`src/inc/tobs_consts.vh`:
```
// constants for the trace observation port: register map, fields, resets
// assumes inclusion by bare name from every design file that needs them
`ifndef TOBS_CONSTS_VH
`define TOBS_CONSTS_VH

// ****************************************
// register bus
// ****************************************
`define TOBS_ADDR_W 8
`define TOBS_DATA_W 32
`define TOBS_CTRL_ADDR 8'h00
`define TOBS_STATUS_ADDR 8'h04
`define TOBS_CAPT_ADDR 8'h08

// ****************************************
// control register fields
// ****************************************
`define TOBS_CTRL_BIGEND_BIT 0
`define TOBS_CTRL_HIVEC_BIT 1
`define TOBS_CTRL_GATE_BIT 2
`define TOBS_CTRL_W 3
`define TOBS_CTRL_RST 3'h0

// ****************************************
// status register fields
// ****************************************
`define TOBS_STAT_ISA_BIT 0
`define TOBS_STAT_PEN_BIT 1
`define TOBS_STAT_WAIT_BIT 2
`define TOBS_STAT_IVALID_BIT 3
`define TOBS_STAT_WNR_BIT 4
`define TOBS_STAT_SIZE_LO 5
`define TOBS_STAT_SIZE_HI 6

// ****************************************
// trace stage layout
// ****************************************
`define TOBS_SIZE_W 2
`define TOBS_WORD_W 32
`define TOBS_STAGE_W 69
`define TOBS_STAGE_RST 69'h0
`define TOBS_CAPT_RST 32'h0

// ****************************************
// trace stage bit positions
// ****************************************
`define TOBS_STG_WNR_BIT 0
`define TOBS_STG_IVALID_BIT 1
`define TOBS_STG_WDATA_LO 2
`define TOBS_STG_WDATA_HI 33
`define TOBS_STG_RDATA_LO 34
`define TOBS_STG_RDATA_HI 65
`define TOBS_STG_SIZE_LO 66
`define TOBS_STG_SIZE_HI 67
`define TOBS_STG_ISA_BIT 68

`endif
```
`src/hdl/tobs_port.v`:
```
// trace observation port: exports core execution state to a trace macrocell
// assumes all inputs but debug_reset_n synchronous to sys_clk; bus_clock_enable from the system
//
// Summary of operation
// - isa state high for compact set
// - both endian outputs high when big-endian
// - vector base high means vectors at top
// - strap loads high-vector bit leaving reset
// - two-bit access size toward trace unit
// - read and write data on separate outputs
// - instr valid only when executing and unflushed
// - direction high for write, low read
// - wait indicator flags wait, not clock enable
// - everything on rising sys_clk edge
// - active-low system reset resets logic
// - debug reset is asynchronous, active low
//
// Implementation choices: the plain strobed port and the placing of the registers.
`timescale 1ns/100ps
`include "tobs_consts.vh"

module tobs_port
(
	// clock and resets
	input wire sys_clk,
	input wire rst,
	input wire sys_reset_n,
	input wire debug_reset_n,
	// system timing and straps
	input wire bus_clock_enable,
	input wire vector_strap_in,
	// core execution state
	input wire core_isa_alt,
	input wire [`TOBS_SIZE_W-1:0] core_access_size,
	input wire [`TOBS_WORD_W-1:0] core_read_data,
	input wire [`TOBS_WORD_W-1:0] core_write_data,
	input wire core_exec_valid,
	input wire core_exec_flush,
	input wire core_write,
	input wire core_wait,
	// trace macrocell side
	input wire trace_port_enable_in,
	output wire trace_isa_state,
	output wire trace_endian_out,
	output wire endian_out,
	output wire trace_vector_base_high,
	output wire [`TOBS_SIZE_W-1:0] trace_access_size,
	output wire [`TOBS_WORD_W-1:0] trace_read_data,
	output wire [`TOBS_WORD_W-1:0] trace_write_data,
	output wire trace_instr_valid,
	output wire trace_write_not_read,
	output reg trace_wait_indicator,
	// register port
	input wire [`TOBS_ADDR_W-1:0] reg_addr,
	input wire [`TOBS_DATA_W-1:0] reg_wdata,
	input wire reg_write,
	input wire reg_read,
	output reg [`TOBS_DATA_W-1:0] reg_rdata
);

// ****************************************
// reset combination
// ****************************************
// either source resets; both are taken on the clock edge
wire sys_rst;
assign sys_rst = rst | ~sys_reset_n;

// ****************************************
// register address decode
// ****************************************
wire ctrl_sel;
wire stat_sel;
wire capt_sel;
wire ctrl_wr;
wire capt_wr;

assign ctrl_sel = (reg_addr == `TOBS_CTRL_ADDR);
assign stat_sel = (reg_addr == `TOBS_STATUS_ADDR);
assign capt_sel = (reg_addr == `TOBS_CAPT_ADDR);
assign ctrl_wr = reg_write & ctrl_sel;
assign capt_wr = reg_write & capt_sel;

// ****************************************
// control register next value
// ****************************************
reg [`TOBS_CTRL_W-1:0] ctrl_reg;
reg [`TOBS_CTRL_W-1:0] ctrl_next;
reg strap_pend_reg;

always @*
begin
	ctrl_next = ctrl_reg;
	if (ctrl_wr)
	begin
		ctrl_next[`TOBS_CTRL_BIGEND_BIT] = reg_wdata[`TOBS_CTRL_BIGEND_BIT];
		ctrl_next[`TOBS_CTRL_HIVEC_BIT] = reg_wdata[`TOBS_CTRL_HIVEC_BIT];
		ctrl_next[`TOBS_CTRL_GATE_BIT] = reg_wdata[`TOBS_CTRL_GATE_BIT];
	end
	// strap beats a software write on the first edge out of reset
	if (strap_pend_reg)
	begin
		ctrl_next[`TOBS_CTRL_HIVEC_BIT] = vector_strap_in;
	end
end

// ****************************************
// control register
// ****************************************
always @(posedge sys_clk or negedge debug_reset_n)
begin
	if (!debug_reset_n)
	begin
		ctrl_reg <= `TOBS_CTRL_RST;
	end
	else if (sys_rst)
	begin
		ctrl_reg <= `TOBS_CTRL_RST;
	end
	else
	begin
		ctrl_reg <= ctrl_next;
	end
end

// ****************************************
// strap capture
// ****************************************
// pending flag lets the strap be taken on the first edge after either reset
always @(posedge sys_clk or negedge debug_reset_n)
begin
	if (!debug_reset_n)
	begin
		strap_pend_reg <= 1'b1;
	end
	else if (sys_rst)
	begin
		strap_pend_reg <= 1'b1;
	end
	else
	begin
		strap_pend_reg <= 1'b0;
	end
end

// ****************************************
// trace stage load control
// ****************************************
wire gate_hold;
wire stage_load;

// gate only holds the stage when software asked for it
assign gate_hold = ctrl_reg[`TOBS_CTRL_GATE_BIT] & ~trace_port_enable_in;
assign stage_load = bus_clock_enable & ~gate_hold;

// ****************************************
// trace stage inputs
// ****************************************
wire in_isa;
wire [`TOBS_SIZE_W-1:0] in_size;
wire [`TOBS_WORD_W-1:0] in_rdata;
wire [`TOBS_WORD_W-1:0] in_wdata;
wire in_ivalid;
wire in_wnr;
wire [`TOBS_STAGE_W-1:0] stage_d;
wire [`TOBS_STAGE_W-1:0] stage_q;

assign in_isa = core_isa_alt;
assign in_size = core_access_size;
assign in_rdata = core_read_data;
assign in_wdata = core_write_data;
assign in_ivalid = core_exec_valid & ~core_exec_flush;
assign in_wnr = core_write;

// order must match the stage bit positions
assign stage_d = {
	in_isa,
	in_size,
	in_rdata,
	in_wdata,
	in_ivalid,
	in_wnr
};

// ****************************************
// trace stage
// ****************************************
tobs_stage u_stage
(
	.sys_clk(sys_clk),
	.debug_reset_n(debug_reset_n),
	.sys_rst(sys_rst),
	.load(stage_load),
	.d(stage_d),
	.q(stage_q)
);

// ****************************************
// trace outputs
// ****************************************
assign trace_write_not_read = stage_q[`TOBS_STG_WNR_BIT];
assign trace_instr_valid = stage_q[`TOBS_STG_IVALID_BIT];
assign trace_write_data = stage_q[`TOBS_STG_WDATA_HI:`TOBS_STG_WDATA_LO];
assign trace_read_data = stage_q[`TOBS_STG_RDATA_HI:`TOBS_STG_RDATA_LO];
assign trace_access_size = stage_q[`TOBS_STG_SIZE_HI:`TOBS_STG_SIZE_LO];
assign trace_isa_state = stage_q[`TOBS_STG_ISA_BIT];

// ****************************************
// configuration outputs
// ****************************************
// straight from the control flops, not held by the bus enable
assign trace_endian_out = ctrl_reg[`TOBS_CTRL_BIGEND_BIT];
assign endian_out = ctrl_reg[`TOBS_CTRL_BIGEND_BIT];
assign trace_vector_base_high = ctrl_reg[`TOBS_CTRL_HIVEC_BIT];

// ****************************************
// wait indicator
// ****************************************
// follows the core every edge; it only flags a wait, it gates nothing
always @(posedge sys_clk or negedge debug_reset_n)
begin
	if (!debug_reset_n)
	begin
		trace_wait_indicator <= 1'b0;
	end
	else if (sys_rst)
	begin
		trace_wait_indicator <= 1'b0;
	end
	else
	begin
		trace_wait_indicator <= core_wait;
	end
end

// ****************************************
// write-data capture next value
// ****************************************
// snapshot of the last traced write word
reg [`TOBS_WORD_W-1:0] capt_reg;
reg [`TOBS_WORD_W-1:0] capt_next;
wire capt_set;
wire capt_clr;

assign capt_set = stage_load & core_write;
assign capt_clr = capt_wr;

always @*
begin
	capt_next = capt_reg;
	if (capt_clr)
	begin
		capt_next = `TOBS_CAPT_RST;
	end
	// a traced write in the same cycle wins over the clear
	if (capt_set)
	begin
		capt_next = core_write_data;
	end
end

// ****************************************
// write-data capture register
// ****************************************
always @(posedge sys_clk or negedge debug_reset_n)
begin
	if (!debug_reset_n)
	begin
		capt_reg <= `TOBS_CAPT_RST;
	end
	else if (sys_rst)
	begin
		capt_reg <= `TOBS_CAPT_RST;
	end
	else
	begin
		capt_reg <= capt_next;
	end
end

// ****************************************
// status word
// ****************************************
reg [`TOBS_DATA_W-1:0] status_word;

always @*
begin
	status_word = {`TOBS_DATA_W{1'b0}};
	status_word[`TOBS_STAT_ISA_BIT] = trace_isa_state;
	status_word[`TOBS_STAT_PEN_BIT] = trace_port_enable_in;
	status_word[`TOBS_STAT_WAIT_BIT] = trace_wait_indicator;
	status_word[`TOBS_STAT_IVALID_BIT] = trace_instr_valid;
	status_word[`TOBS_STAT_WNR_BIT] = trace_write_not_read;
	status_word[`TOBS_STAT_SIZE_HI:`TOBS_STAT_SIZE_LO] = trace_access_size;
end

// ****************************************
// register read mux
// ****************************************
reg [`TOBS_DATA_W-1:0] rdata_next;

// zero outside a read so the data stand for one cycle only
always @*
begin
	rdata_next = {`TOBS_DATA_W{1'b0}};
	if (reg_read)
	begin
		case (reg_addr)
			`TOBS_CTRL_ADDR:
			begin
				rdata_next[`TOBS_CTRL_W-1:0] = ctrl_reg;
			end
			`TOBS_STATUS_ADDR:
			begin
				rdata_next = status_word;
			end
			`TOBS_CAPT_ADDR:
			begin
				rdata_next = capt_reg;
			end
			default:
			begin
				rdata_next = {`TOBS_DATA_W{1'b0}};
			end
		endcase
	end
end

// ****************************************
// read data register
// ****************************************
always @(posedge sys_clk or negedge debug_reset_n)
begin
	if (!debug_reset_n)
	begin
		reg_rdata <= {`TOBS_DATA_W{1'b0}};
	end
	else if (sys_rst)
	begin
		reg_rdata <= {`TOBS_DATA_W{1'b0}};
	end
	else
	begin
		reg_rdata <= rdata_next;
	end
end

endmodule // tobs_port

```
`src/hdl/tobs_stage.v`:
```
// holding register for the trace outputs with load enable
// assumes debug_reset_n async active low, sys_rst synchronous active high
`timescale 1ns/100ps
`include "tobs_consts.vh"

module tobs_stage
(
	// clock and resets
	input wire sys_clk,
	input wire debug_reset_n,
	input wire sys_rst,
	// data
	input wire load,
	input wire [`TOBS_STAGE_W-1:0] d,
	output reg [`TOBS_STAGE_W-1:0] q
);

// ****************************************
// per-bit holding flops
// ****************************************
genvar gi;
generate
	for (gi = 0; gi < `TOBS_STAGE_W; gi = gi + 1)
	begin : g_bit
		always @(posedge sys_clk or negedge debug_reset_n)
		begin
			if (!debug_reset_n)
				q[gi] <= 1'b0;
			else if (sys_rst)
				q[gi] <= 1'b0;
			else if (load)
				q[gi] <= d[gi];
		end
	end
endgenerate

endmodule // tobs_stage

```
`config.mk`:
```
export PLATFORM = sky130hd
export DESIGN_NAME = tobs_port
export DESIGN_NICKNAME = d
export VERILOG_FILES = /design/src/hdl/tobs_port.v /design/src/hdl/tobs_stage.v
export VERILOG_INCLUDE_DIRS = /design/src /design/src/inc
export SDC_FILE = /design/constraint.sdc
export NUM_CORES = 1
export LEC_CHECK = 0
export ABC_AREA = 1
export BUFFER_PORTS_ARGS = -buffer_cell sky130_fd_sc_hd__buf_2
export CAP_MARGIN = 0
export CORE_ASPECT_RATIO = 1.2
export CORE_MARGIN = 2
export CORE_UTILIZATION = 48
export DETAILED_ROUTE_END_ITERATION = 8
export PLACE_DENSITY = 0.79
export SYNTH_ARGS = -nofsm -noshare
export SYNTH_HDL_FRONTEND = slang
export SYNTH_SLANG_ARGS = --single-unit
export TNS_END_PERCENT = 20
```
`constraint.sdc`:
```
create_clock -name sys_clk -period 1.4 [get_ports sys_clk]
set_input_delay 0.14 -clock sys_clk [delete_from_list [all_inputs] [get_ports sys_clk]]
set_output_delay 0.14 -clock sys_clk [all_outputs]
set_load 0.005 [all_outputs]
```
# Yosys cells after proc, flatten, opt, wreduce, memory -nomap -nowiden
# Cells that the tools add are included.
word_totals:
  regBits: 138
  in_bits: 120
  out_inout_bits: 105
  wordCells: 243
op_classes:
  n_eq_ne: 2
  muxes: 150
  bitwise: 11
  reduce_logical: 5
ops:
  columns: ["cell", "count"]
  rows:
  - ["two-way mux 32 bit", 5]
  - ["two-way mux 1 bit", 141]
  - ["case mux 29 bit (2 select lines)", 1]
  - ["case mux 3 bit (3 select lines)", 1]
  - ["equality test 8 x 3 -> 1 bit (second input constant)", 1]
  - ["equality test 8 x 4 -> 1 bit (second input constant)", 1]
  - ["logical NOT 8 bit", 1]
  - ["AND 1 bit", 6]
  - ["two-way mux 3 bit", 2]
  - ["nonzero test 3 bit", 2]
  - ["inverter 1 bit", 4]
  - ["nonzero test 2 bit", 2]
  - ["bitwise OR 1 bit", 1]

# Longest topological paths before layout
# Gate-level depths: netlist (run 1).
logic_depth:
  word_depth: 7
  ltp_mapped: 9
  ltp_nobuf: 7

# By module
# From an unflattened synthesis (run 1), not the netlist that was laid out.
hier_totals:
  cells_unflattened: 615
  area_unflattened_um2: 5694.2
by_module_without_submodules:
  columns: ["module", "n_inst", "cells_per_inst", "area_each_um2", "seq_area_each_um2"]
  rows:
  - ["tobs_port", 1, 315, 2971.6, 1727.9]
  - ["tobs_stage", 1, 300, 2722.6, 1726.7]

# Worst setup path before layout (run 1)
# No wires, ideal clock.
synth_timing:
  path_kind: "flip-flop to flip-flop"
  start: "register ctrl_reg[2]"
  end: "register u_stage.q[36]"
  setup_ps: 130
  arrival_ps: 1002
  required_ps: 1270
  slack_ps: 268
  stages_incl_launch_ff: 7
  n_path_buf: 2
  period_less_slack_ps: 1132
  path_cell_list: "dfrtp_1 -> nand2_2 -> nand2_1 -> buf_2 -> buf_2 -> nand3_1 -> o21ai_0"
synth_via:
  elab_chain_len: 4
synth_lines:
  columns: ["item", "line_no", "text"]
  rows:
  - ["start: declaration", "tobs_port.v:86", "reg [`TOBS_CTRL_W-1:0] ctrl_reg;"]
  - ["start signal: assignment", "tobs_port.v:113", "ctrl_reg <= `TOBS_CTRL_RST;"]
  - ["start signal: assignment", "tobs_port.v:117", "ctrl_reg <= `TOBS_CTRL_RST;"]
  - ["start signal: assignment", "tobs_port.v:121", "ctrl_reg <= ctrl_next;"]
  - ["AND 1 bit", "tobs_port.v:152", "assign gate_hold = ctrl_reg[`TOBS_CTRL_GATE_BIT] & ~trace_port_enable_in;"]
  - ["inverter 1 bit", "tobs_port.v:153", "assign stage_load = bus_clock_enable & ~gate_hold;"]
  - ["AND 1 bit", "tobs_port.v:153", null]
  - ["nonzero test 2 bit (no source line)", null, null]
  - ["end signal: indexed assignment", "tobs_stage.v:32", "q[gi] <= d[gi];"]
  - ["end: declaration", "tobs_stage.v:15", "output reg [`TOBS_STAGE_W-1:0] q"]
# Every way passes these cells.
# A chain may end at the register's enable or synchronous reset.

# Worst setup path in the final report (run 1)
layout_timing:
  start: "register ctrl_reg[2]"
  end: "register capt_reg[27]"
layout_via:
  elab_chain_len: 6
  word_cells_on_any_way: 7
  classes_between: "mux (2); bitwise (4); reduce/logical (1)"
layout_lines:
  columns: ["item", "line_no", "text"]
  rows:
  - ["AND 1 bit (*)", "tobs_port.v:152", null]
  - ["inverter 1 bit (*)", "tobs_port.v:153", null]
  - ["AND 1 bit (*)", "tobs_port.v:153", null]
  - ["AND 1 bit (*)", "tobs_port.v:244", "assign capt_set = stage_load & core_write;"]
  - ["two-way mux 32 bit", "tobs_port.v:255", "if (capt_set)"]
  - ["two-way mux 32 bit", "tobs_port.v:270", "else if (sys_rst)"]
  - ["end signal: assignment", "tobs_port.v:268", "capt_reg <= `TOBS_CAPT_RST;"]
  - ["end signal: assignment", "tobs_port.v:272", "capt_reg <= `TOBS_CAPT_RST;"]
  - ["end signal: assignment", "tobs_port.v:276", "capt_reg <= capt_next;"]
  - ["end: declaration", "tobs_port.v:239", "reg [`TOBS_WORD_W-1:0] capt_reg;"]
# Mark *: on every way between the ends. The rest lies on a longest branch, timed or not.

==> results.md, run 1 <==
* Die W at 103 um
* Global-route wire length before repair at between 20000 and 30000 um
* Leakage at around 4.5 nW
* Busiest metal layer after global routing: met2
* Max Slew Vio Count at 0
* Layout Skew at 0.00548 ns
* Fmax at between 700 and 800 MHz
* Setup TNS at 0 ns
* Worst-Skew Late Latency at 0.41 ns
* FFs w/ async S/R, synth at 1.00
* Port bufs at approximately 200
* Fill cell count at between 800 and 900
* Slew margin rel. at 0.699
* Overall Global Routing Usage at 0.279
* Worst EP arrival at about 1.6 ns
* Count leader, synth: dfrtp_1
* Placed Area at between 6000 and 7000 um^2
* Multi-input gate area at approximately 1700 um^2
* Met2 usage at 0.464
* Most frequent cells after synthesis: dfrtp_1 (137), nand3_1 (118), nand2_1 (112)
* Ports at 225
* Placed cell count at roughly 950
* CTS Root Cell: clkbuf_16
* Cell mode on critical path: nand2_4
* Post-route antenna net violation count at 0
* Yosys warning count at 0
* Yosys cell types at 26
* DRT Wirelength at around 17000 um
* Seq/Total Area, Yosys at 0.616
* Mapped Nets at ~730
* WL/cell at 15.8 um
* Post-DP HPWL at roughly 10000 um
* Core Area at around 11000 um^2
* Area grow syn2layout at 46.8%
* Largest net degree at the start of global routing at between 50 and 60
* Clock Path Buffers at 2
* Power Density at between 1000 and 1500 nW/um^2
* Via/cell ratio at approximately 5
* Synth area leaders: dfrtp_1 (61%), nand3_1 (11%), nand2_1 (7.5%), o21ai_0 (6.0%), inv_1 (4.9%)
* Top-area cell type share of the netlist area at 0.612
* Synth area leader: dfrtp_1
* RSZ-0062 raised after global routing: no
* Met1 Use GR at 0.343
* Vias at between 5000 and 6000
* CTS tree: built
* # DRC at 0
* Slowest cell delay on critical path at between 0.4 and 0.5 ns
* Post-CTS Setup Inserts at 0
* Slew @ Worst Pin at 0.450 ns
* Die Ht at approximately 120 um
* Final period util at 0.941
* Rows at 43
* Share of cells above drive strength 1 at 0.289
* Main synth FF type: dfrtp_1
* Initial Utilization at 0.489
* Crit path max fanout at 32
* Slowest-stage cell, CP: dfrtp_1
* Hold Vio Cnt, Final at 0
* Final Hold Slack at between 0.001 and 0.0015 ns
* ANT cells at 0
* Initial antenna violation count at 0
* Clock sinks at between 100 and 150
* Vias in the first global route at approximately 5400
* First drt pass iteration count at 6
* Synth Instances at between 600 and 700
* Die area at ~13000 um^2
* H-tree depth at 4
* Final instance area at 8230 um^2
* Syn avg cell area at just over 9 um^2
* CP cell instances: nand2_4 -> nand2_4 -> o21ai_1 -> inv_1 -> buf_12 -> nand3_1 -> nand2_1
* Drt first-iter violations at between 300 and 400
* Final non-filler cell total at between 1000 and 1500
* GRT Residual Overflow at 0
* Final setup viols at 0
* Storage cell area at around 3500 um^2
* Setup CP Type: reg -> reg
* MaxCap Viol Count at 0
* Worst setup SP type: register
* Clk slew on worst S/H paths at approximately 0.060 ns
* Yosys reg bits at ~140
* Hold Path Class: in -> reg
* Status: finished clean
* Tmin final at 1.32 ns
* M3 GR Usage at 0.0604
* Cts bufs inserted at 17
* Max VDD drop at between 0.7 and 0.8 mV
* Max FFs per register at 69
* Final layout net count at 1000
* Post-synth EDFFs at 0
* Syn Std Cell Area at ~5600 um^2
* GPL Wtd Cong at between 0.8 and 0.9
* Critical Path End Type: register
* Critical Path RT at roughly 1.7 ns
## through the flow
stage               power [W]  worst slack [ns]   util
CTS                   0.00993            0.0303  0.717
floorplan             0.00442             0.268      -
global route           0.0102           0.00622  0.718
finish                0.00990            0.0821  0.718
global placement      0.00482            0.0563  0.596
detailed placement    0.00483           -0.0199  0.596
## placed cells by master (no fill, tap or decap), drive strengths merged
cell type	Yosys	layout
o21ai	68	68
clkbuf	7	22
dfstp	1	1
clkinvlp	0	1
buf	30	213
dfrtp	137	137
nor2	44	44
o2111ai	1	1
bufinv	0	5
nor3b	2	2
nand3	120	120
clkinv	2	6
inv	75	76
a21oi	8	8
nand2	115	115
dlygate4sd3	0	72
nand4	2	2
## power breakdown
group	switching (W)	internal (W)	total, W
registers	0.0000535	0.00408	0.00413
logic	0.000437	0.000377	0.000814
clock network	0.00165	0.00330	0.00495
## cell families (layout without fill, tap and decap cells)
kind of cell           Yosys count  in the layout  share of synthesized area
DFF                            138            138                      0.616
and+or+nand+nor                283            283                      0.227
buffers and inverters          114            395                     0.0873
AOI/OAI and AO/OA               77             77                     0.0694
## final cells by class
cell class / instances / share of cell area
sequential: 138 / 0.420
timing repair buffer: 286 / 0.237
multi-input combinational: 360 / 0.203
clock buffer: 21 / 0.0572
inverter: 77 / 0.0353
tap: 157 / 0.0239
clock inverter: 11 / 0.0231
## routing by layer
layer  vias up  share of wire
li1       2494              -
met5         -              0
met4         0          0.040
met1      2536           0.38
met3        55          0.062
met2       255           0.52
## final timing paths
| check | cells after the start | slack (ns) | to | start |
|---|---|---|---|---|
| max reg2reg | 7 | 0.08 | capt_reg[27] | ctrl_reg[2] |
| max in group asynchronous | 3 | 0.65 | u_stage.q[54] | debug_reset_n |
| max | 7 | 0.08 | capt_reg[27] | ctrl_reg[2] |
| min reg2reg | 2 | 0.50 | capt_reg[10] | capt_reg[10] |
| min | 3 | 0.001 | u_stage.q[46] | core_read_data[12] |
| min in group asynchronous | 2 | 0.18 | reg_rdata[1] | debug_reset_n |
## repair_timing
action,CTS,global route
endpoints found under the setup margin,5,33
gates resized for setup,1,4
hold buffers,72,0
endpoints found under the hold margin,225,0
## critical path, delay by kind of cell, from the launching register on
kind                   cells  cell delay, ns
AND/OR/NAND/NOR            4            0.41
buffers and inverters      2            0.25
AO/OA/AOI/OAI              1            0.12
flip-flops                 1            0.42
Power figures use the tool's default switching activity.
==> run 2, diff against run 1 <==
- CORE_UTILIZATION: 48 -> 49
- PLACE_DENSITY: 0.79 -> default
- PLACE_DENSITY_LB_ADDON: default -> 0.05
- SYNTH_HIERARCHICAL: default -> 1
==> results.md, run 2 <==
* Status: finished clean
* Final instance area at approximately 8000 um^2
* Leakage at around 4.6 nW
* Worst-Skew Late Latency at around 0.41 ns
* Most common cell after layout, fill and taps aside: nand2_1
* Max VDD drop at 0.734 mV
* Vias at 5115
* First drt pass iteration count at 5
* WL met3 at approximately 760 um
* Post-DP HPWL at between 9000 and 10000 um
* Slowest cell delay on critical path at ~0.42 ns
* Yosys warning count at 6
* Via/cell ratio at 4.85
* Critical path launch point: ctrl_reg[2]
* Slowest-stage cell, CP: dfrtp_1
* Critical Path RT at 1.74 ns
* MaxCap Viol Count at 0
* Die W at 102 um
* Yosys cell types at 24
* Initial antenna violation count at 0
* Top-area cell type share of the netlist area at 0.602
* CTS tree: built
* Tmin final at approximately 1.3 ns
* FF-to-FF Start: ctrl_reg[2]
* Met2 WL at about 7700 um
* Die Ht at roughly 120 um
* Layout Skew at ~0.0071 ns
* Synth area leader: dfrtp_1
* Max Slew Vio Count at 0
* Drt first-iter violations at between 200 and 250
* Main synth FF type: dfrtp_1
* HP Start: core_write
* Largest net degree at the start of global routing at 56
* Crit path max fanout at between 40 and 50
* Fill cell count at just under 900
* Placed cell count at 950
* Synth Instances at approximately 600
* GPL Wtd Cong at between 0.7 and 0.8
* Seq/Total Area, Yosys at 0.607
* Post-route antenna net violation count at 0
* Syn avg cell area at between 9 and 10 um^2
* Hold Vio Cnt, Final at 0
* Hold Path Class: in -> reg
* Rows at 43
* Setup TNS at 0 ns
* CP cell instances: a21boi_4 -> buf_8 -> nand3_1 -> nand2_1
* # DRC at 0
* Final period util at 0.956
* Port bufs at approximately 200
* Core Area at roughly 11000 um^2
* Post-synth EDFFs at 0
* RSZ-0062 raised after global routing: no
* Storage cell area at roughly 3500 um^2
* Syn Std Cell Area at between 5000 and 6000 um^2
* Mapped Nets at about 740
* Initial Utilization at 0.497
* CTS Root Cell: clkbuf_16
* Fmax at about 750 MHz
* Yosys reg bits at 138
* Overall Global Routing Usage at 0.253
* Area grow syn2layout at 44.4%
* Share of cells above drive strength 1 at 0.315
* Vias in the first global route at 5107
* Worst setup SP type: register
* FFs w/ async S/R, synth at 1.00
* Max FFs per register at 69
* H-tree depth at 4
* Multi-input gate area at around 1900 um^2
* Most frequent cells after synthesis: nand2_1 (246), dfrtp_1 (137), nand3_1 (103)
* DRT met1 WL at between 6000 and 7000 um
* Final non-filler cell total at about 1100
* Clock sinks at ~140
* Setup CP Type: reg -> reg
* Placed Area at 6890 um^2
* GRT Residual Overflow at 0
* Clock Path Buffers at 2
* DRT Wirelength at roughly 15000 um
* Final setup viols at 0
* Cts bufs inserted at 17
* Final layout net count at roughly 1000
* ANT cells at 0
* Final core occ at 0.717
* DR top layer: met4
* Die area at about 13000 um^2
* Critical Path End Type: register
* Slew @ Worst Pin at between 0.5 and 0.6 ns
* Final Hold Slack at approximately 0.020 ns
* WL/cell at 14.3 um
* Synth area leaders: dfrtp_1 (60%), nand2_1 (16%), nand3_1 (9.1%), nor2_1 (2.5%), buf_6 (2.2%)
* Slew margin rel. at 0.662
* Power Density at approximately 1100 nW/um^2
* Ports at between 200 and 250
* Most frequent cells in the layout: nand2_1 (245), buf_2 (194), dfrtp_1 (137)
* Worst EP arrival at 1.68 ns
* Global-route wire length before repair at ~24000 um
* Count leader, synth: nand2_1
* Clk slew on worst S/H paths at about 0.060 ns
==> run 2: timing repair <==
action                                  4_1_cts  5_1_grt
buffers inserted                              0        1
gates resized for setup                       2        6
hold endpoints to repair                    190        0
pin swaps                                     1        2
endpoints found under the setup margin       65       76
hold buffers                                 72        0
==> run 2: report_power, final <==
| part | total, W | switching [W] | internal (W) |
|---|---|---|---|
| Sequential | 0.00413 | 0.0000487 | 0.00408 |
| Combinational | 0.000822 | 0.000432 | 0.000391 |
| Clock | 0.00442 | 0.00175 | 0.00266 |
==> run 2: routing by layer <==
metal | vias to the layer above | GRT usage
met5 | - | 0
met4 | 0 | 0.103
met3 | 29 | 0.0545
met2 | 169 | 0.433
met1 | 2423 | 0.309
li1 | 2494 | -
==> run 2: worst max-delay path: cells and delay by family (launching register included) <==
kind,cells,cell delay [ns]
buf+inv,1,0.30
flops,1,0.42
compound gates,1,0.24
simple gates,2,0.28
==> run 2: kinds of logic (layout without fill, tap and decap cells) <==
| kind of cell | Yosys count | after routing | share of synthesized area |
|---|---|---|---|
| simple gates | 416 | 416 | 0.327 |
| flops | 138 | 138 | 0.607 |
| buf+inv | 53 | 336 | 0.0560 |
| compound gates | 8 | 8 | 0.00989 |
==> run 2: through the flow <==
step | power (W) | setup slack, ns
2_1_floorplan | 0.00445 | 0.171
3_3_place_gp | 0.00484 | -0.0247
3_5_place_dp | 0.00485 | -0.0818
4_1_cts | 0.00943 | 0.0210
5_1_grt | 0.00971 | 0.00454
6_report | 0.00937 | 0.0622
==> run 2: worst paths after layout <==
path                            endpoint  slack (ns)  cells after the start
max                        u_stage/q[44]        0.06                      4
min reg2reg                u_stage/q[25]        0.47                      2
min                         u_stage/q[0]        0.02                      3
max reg2reg                u_stage/q[44]        0.06                      4
min in group asynchronous  u_stage/q[62]        0.22                      2
max in group asynchronous  reg_rdata[22]        0.67                      3
==> run 2: layout make-up <==
type	instances	area share
timing repair buffer	288	0.241
clock inverter	14	0.0195
inverter	16	0.00852
tap	157	0.0239
sequential	138	0.420
multi-input combinational	424	0.235
clock buffer	18	0.0522
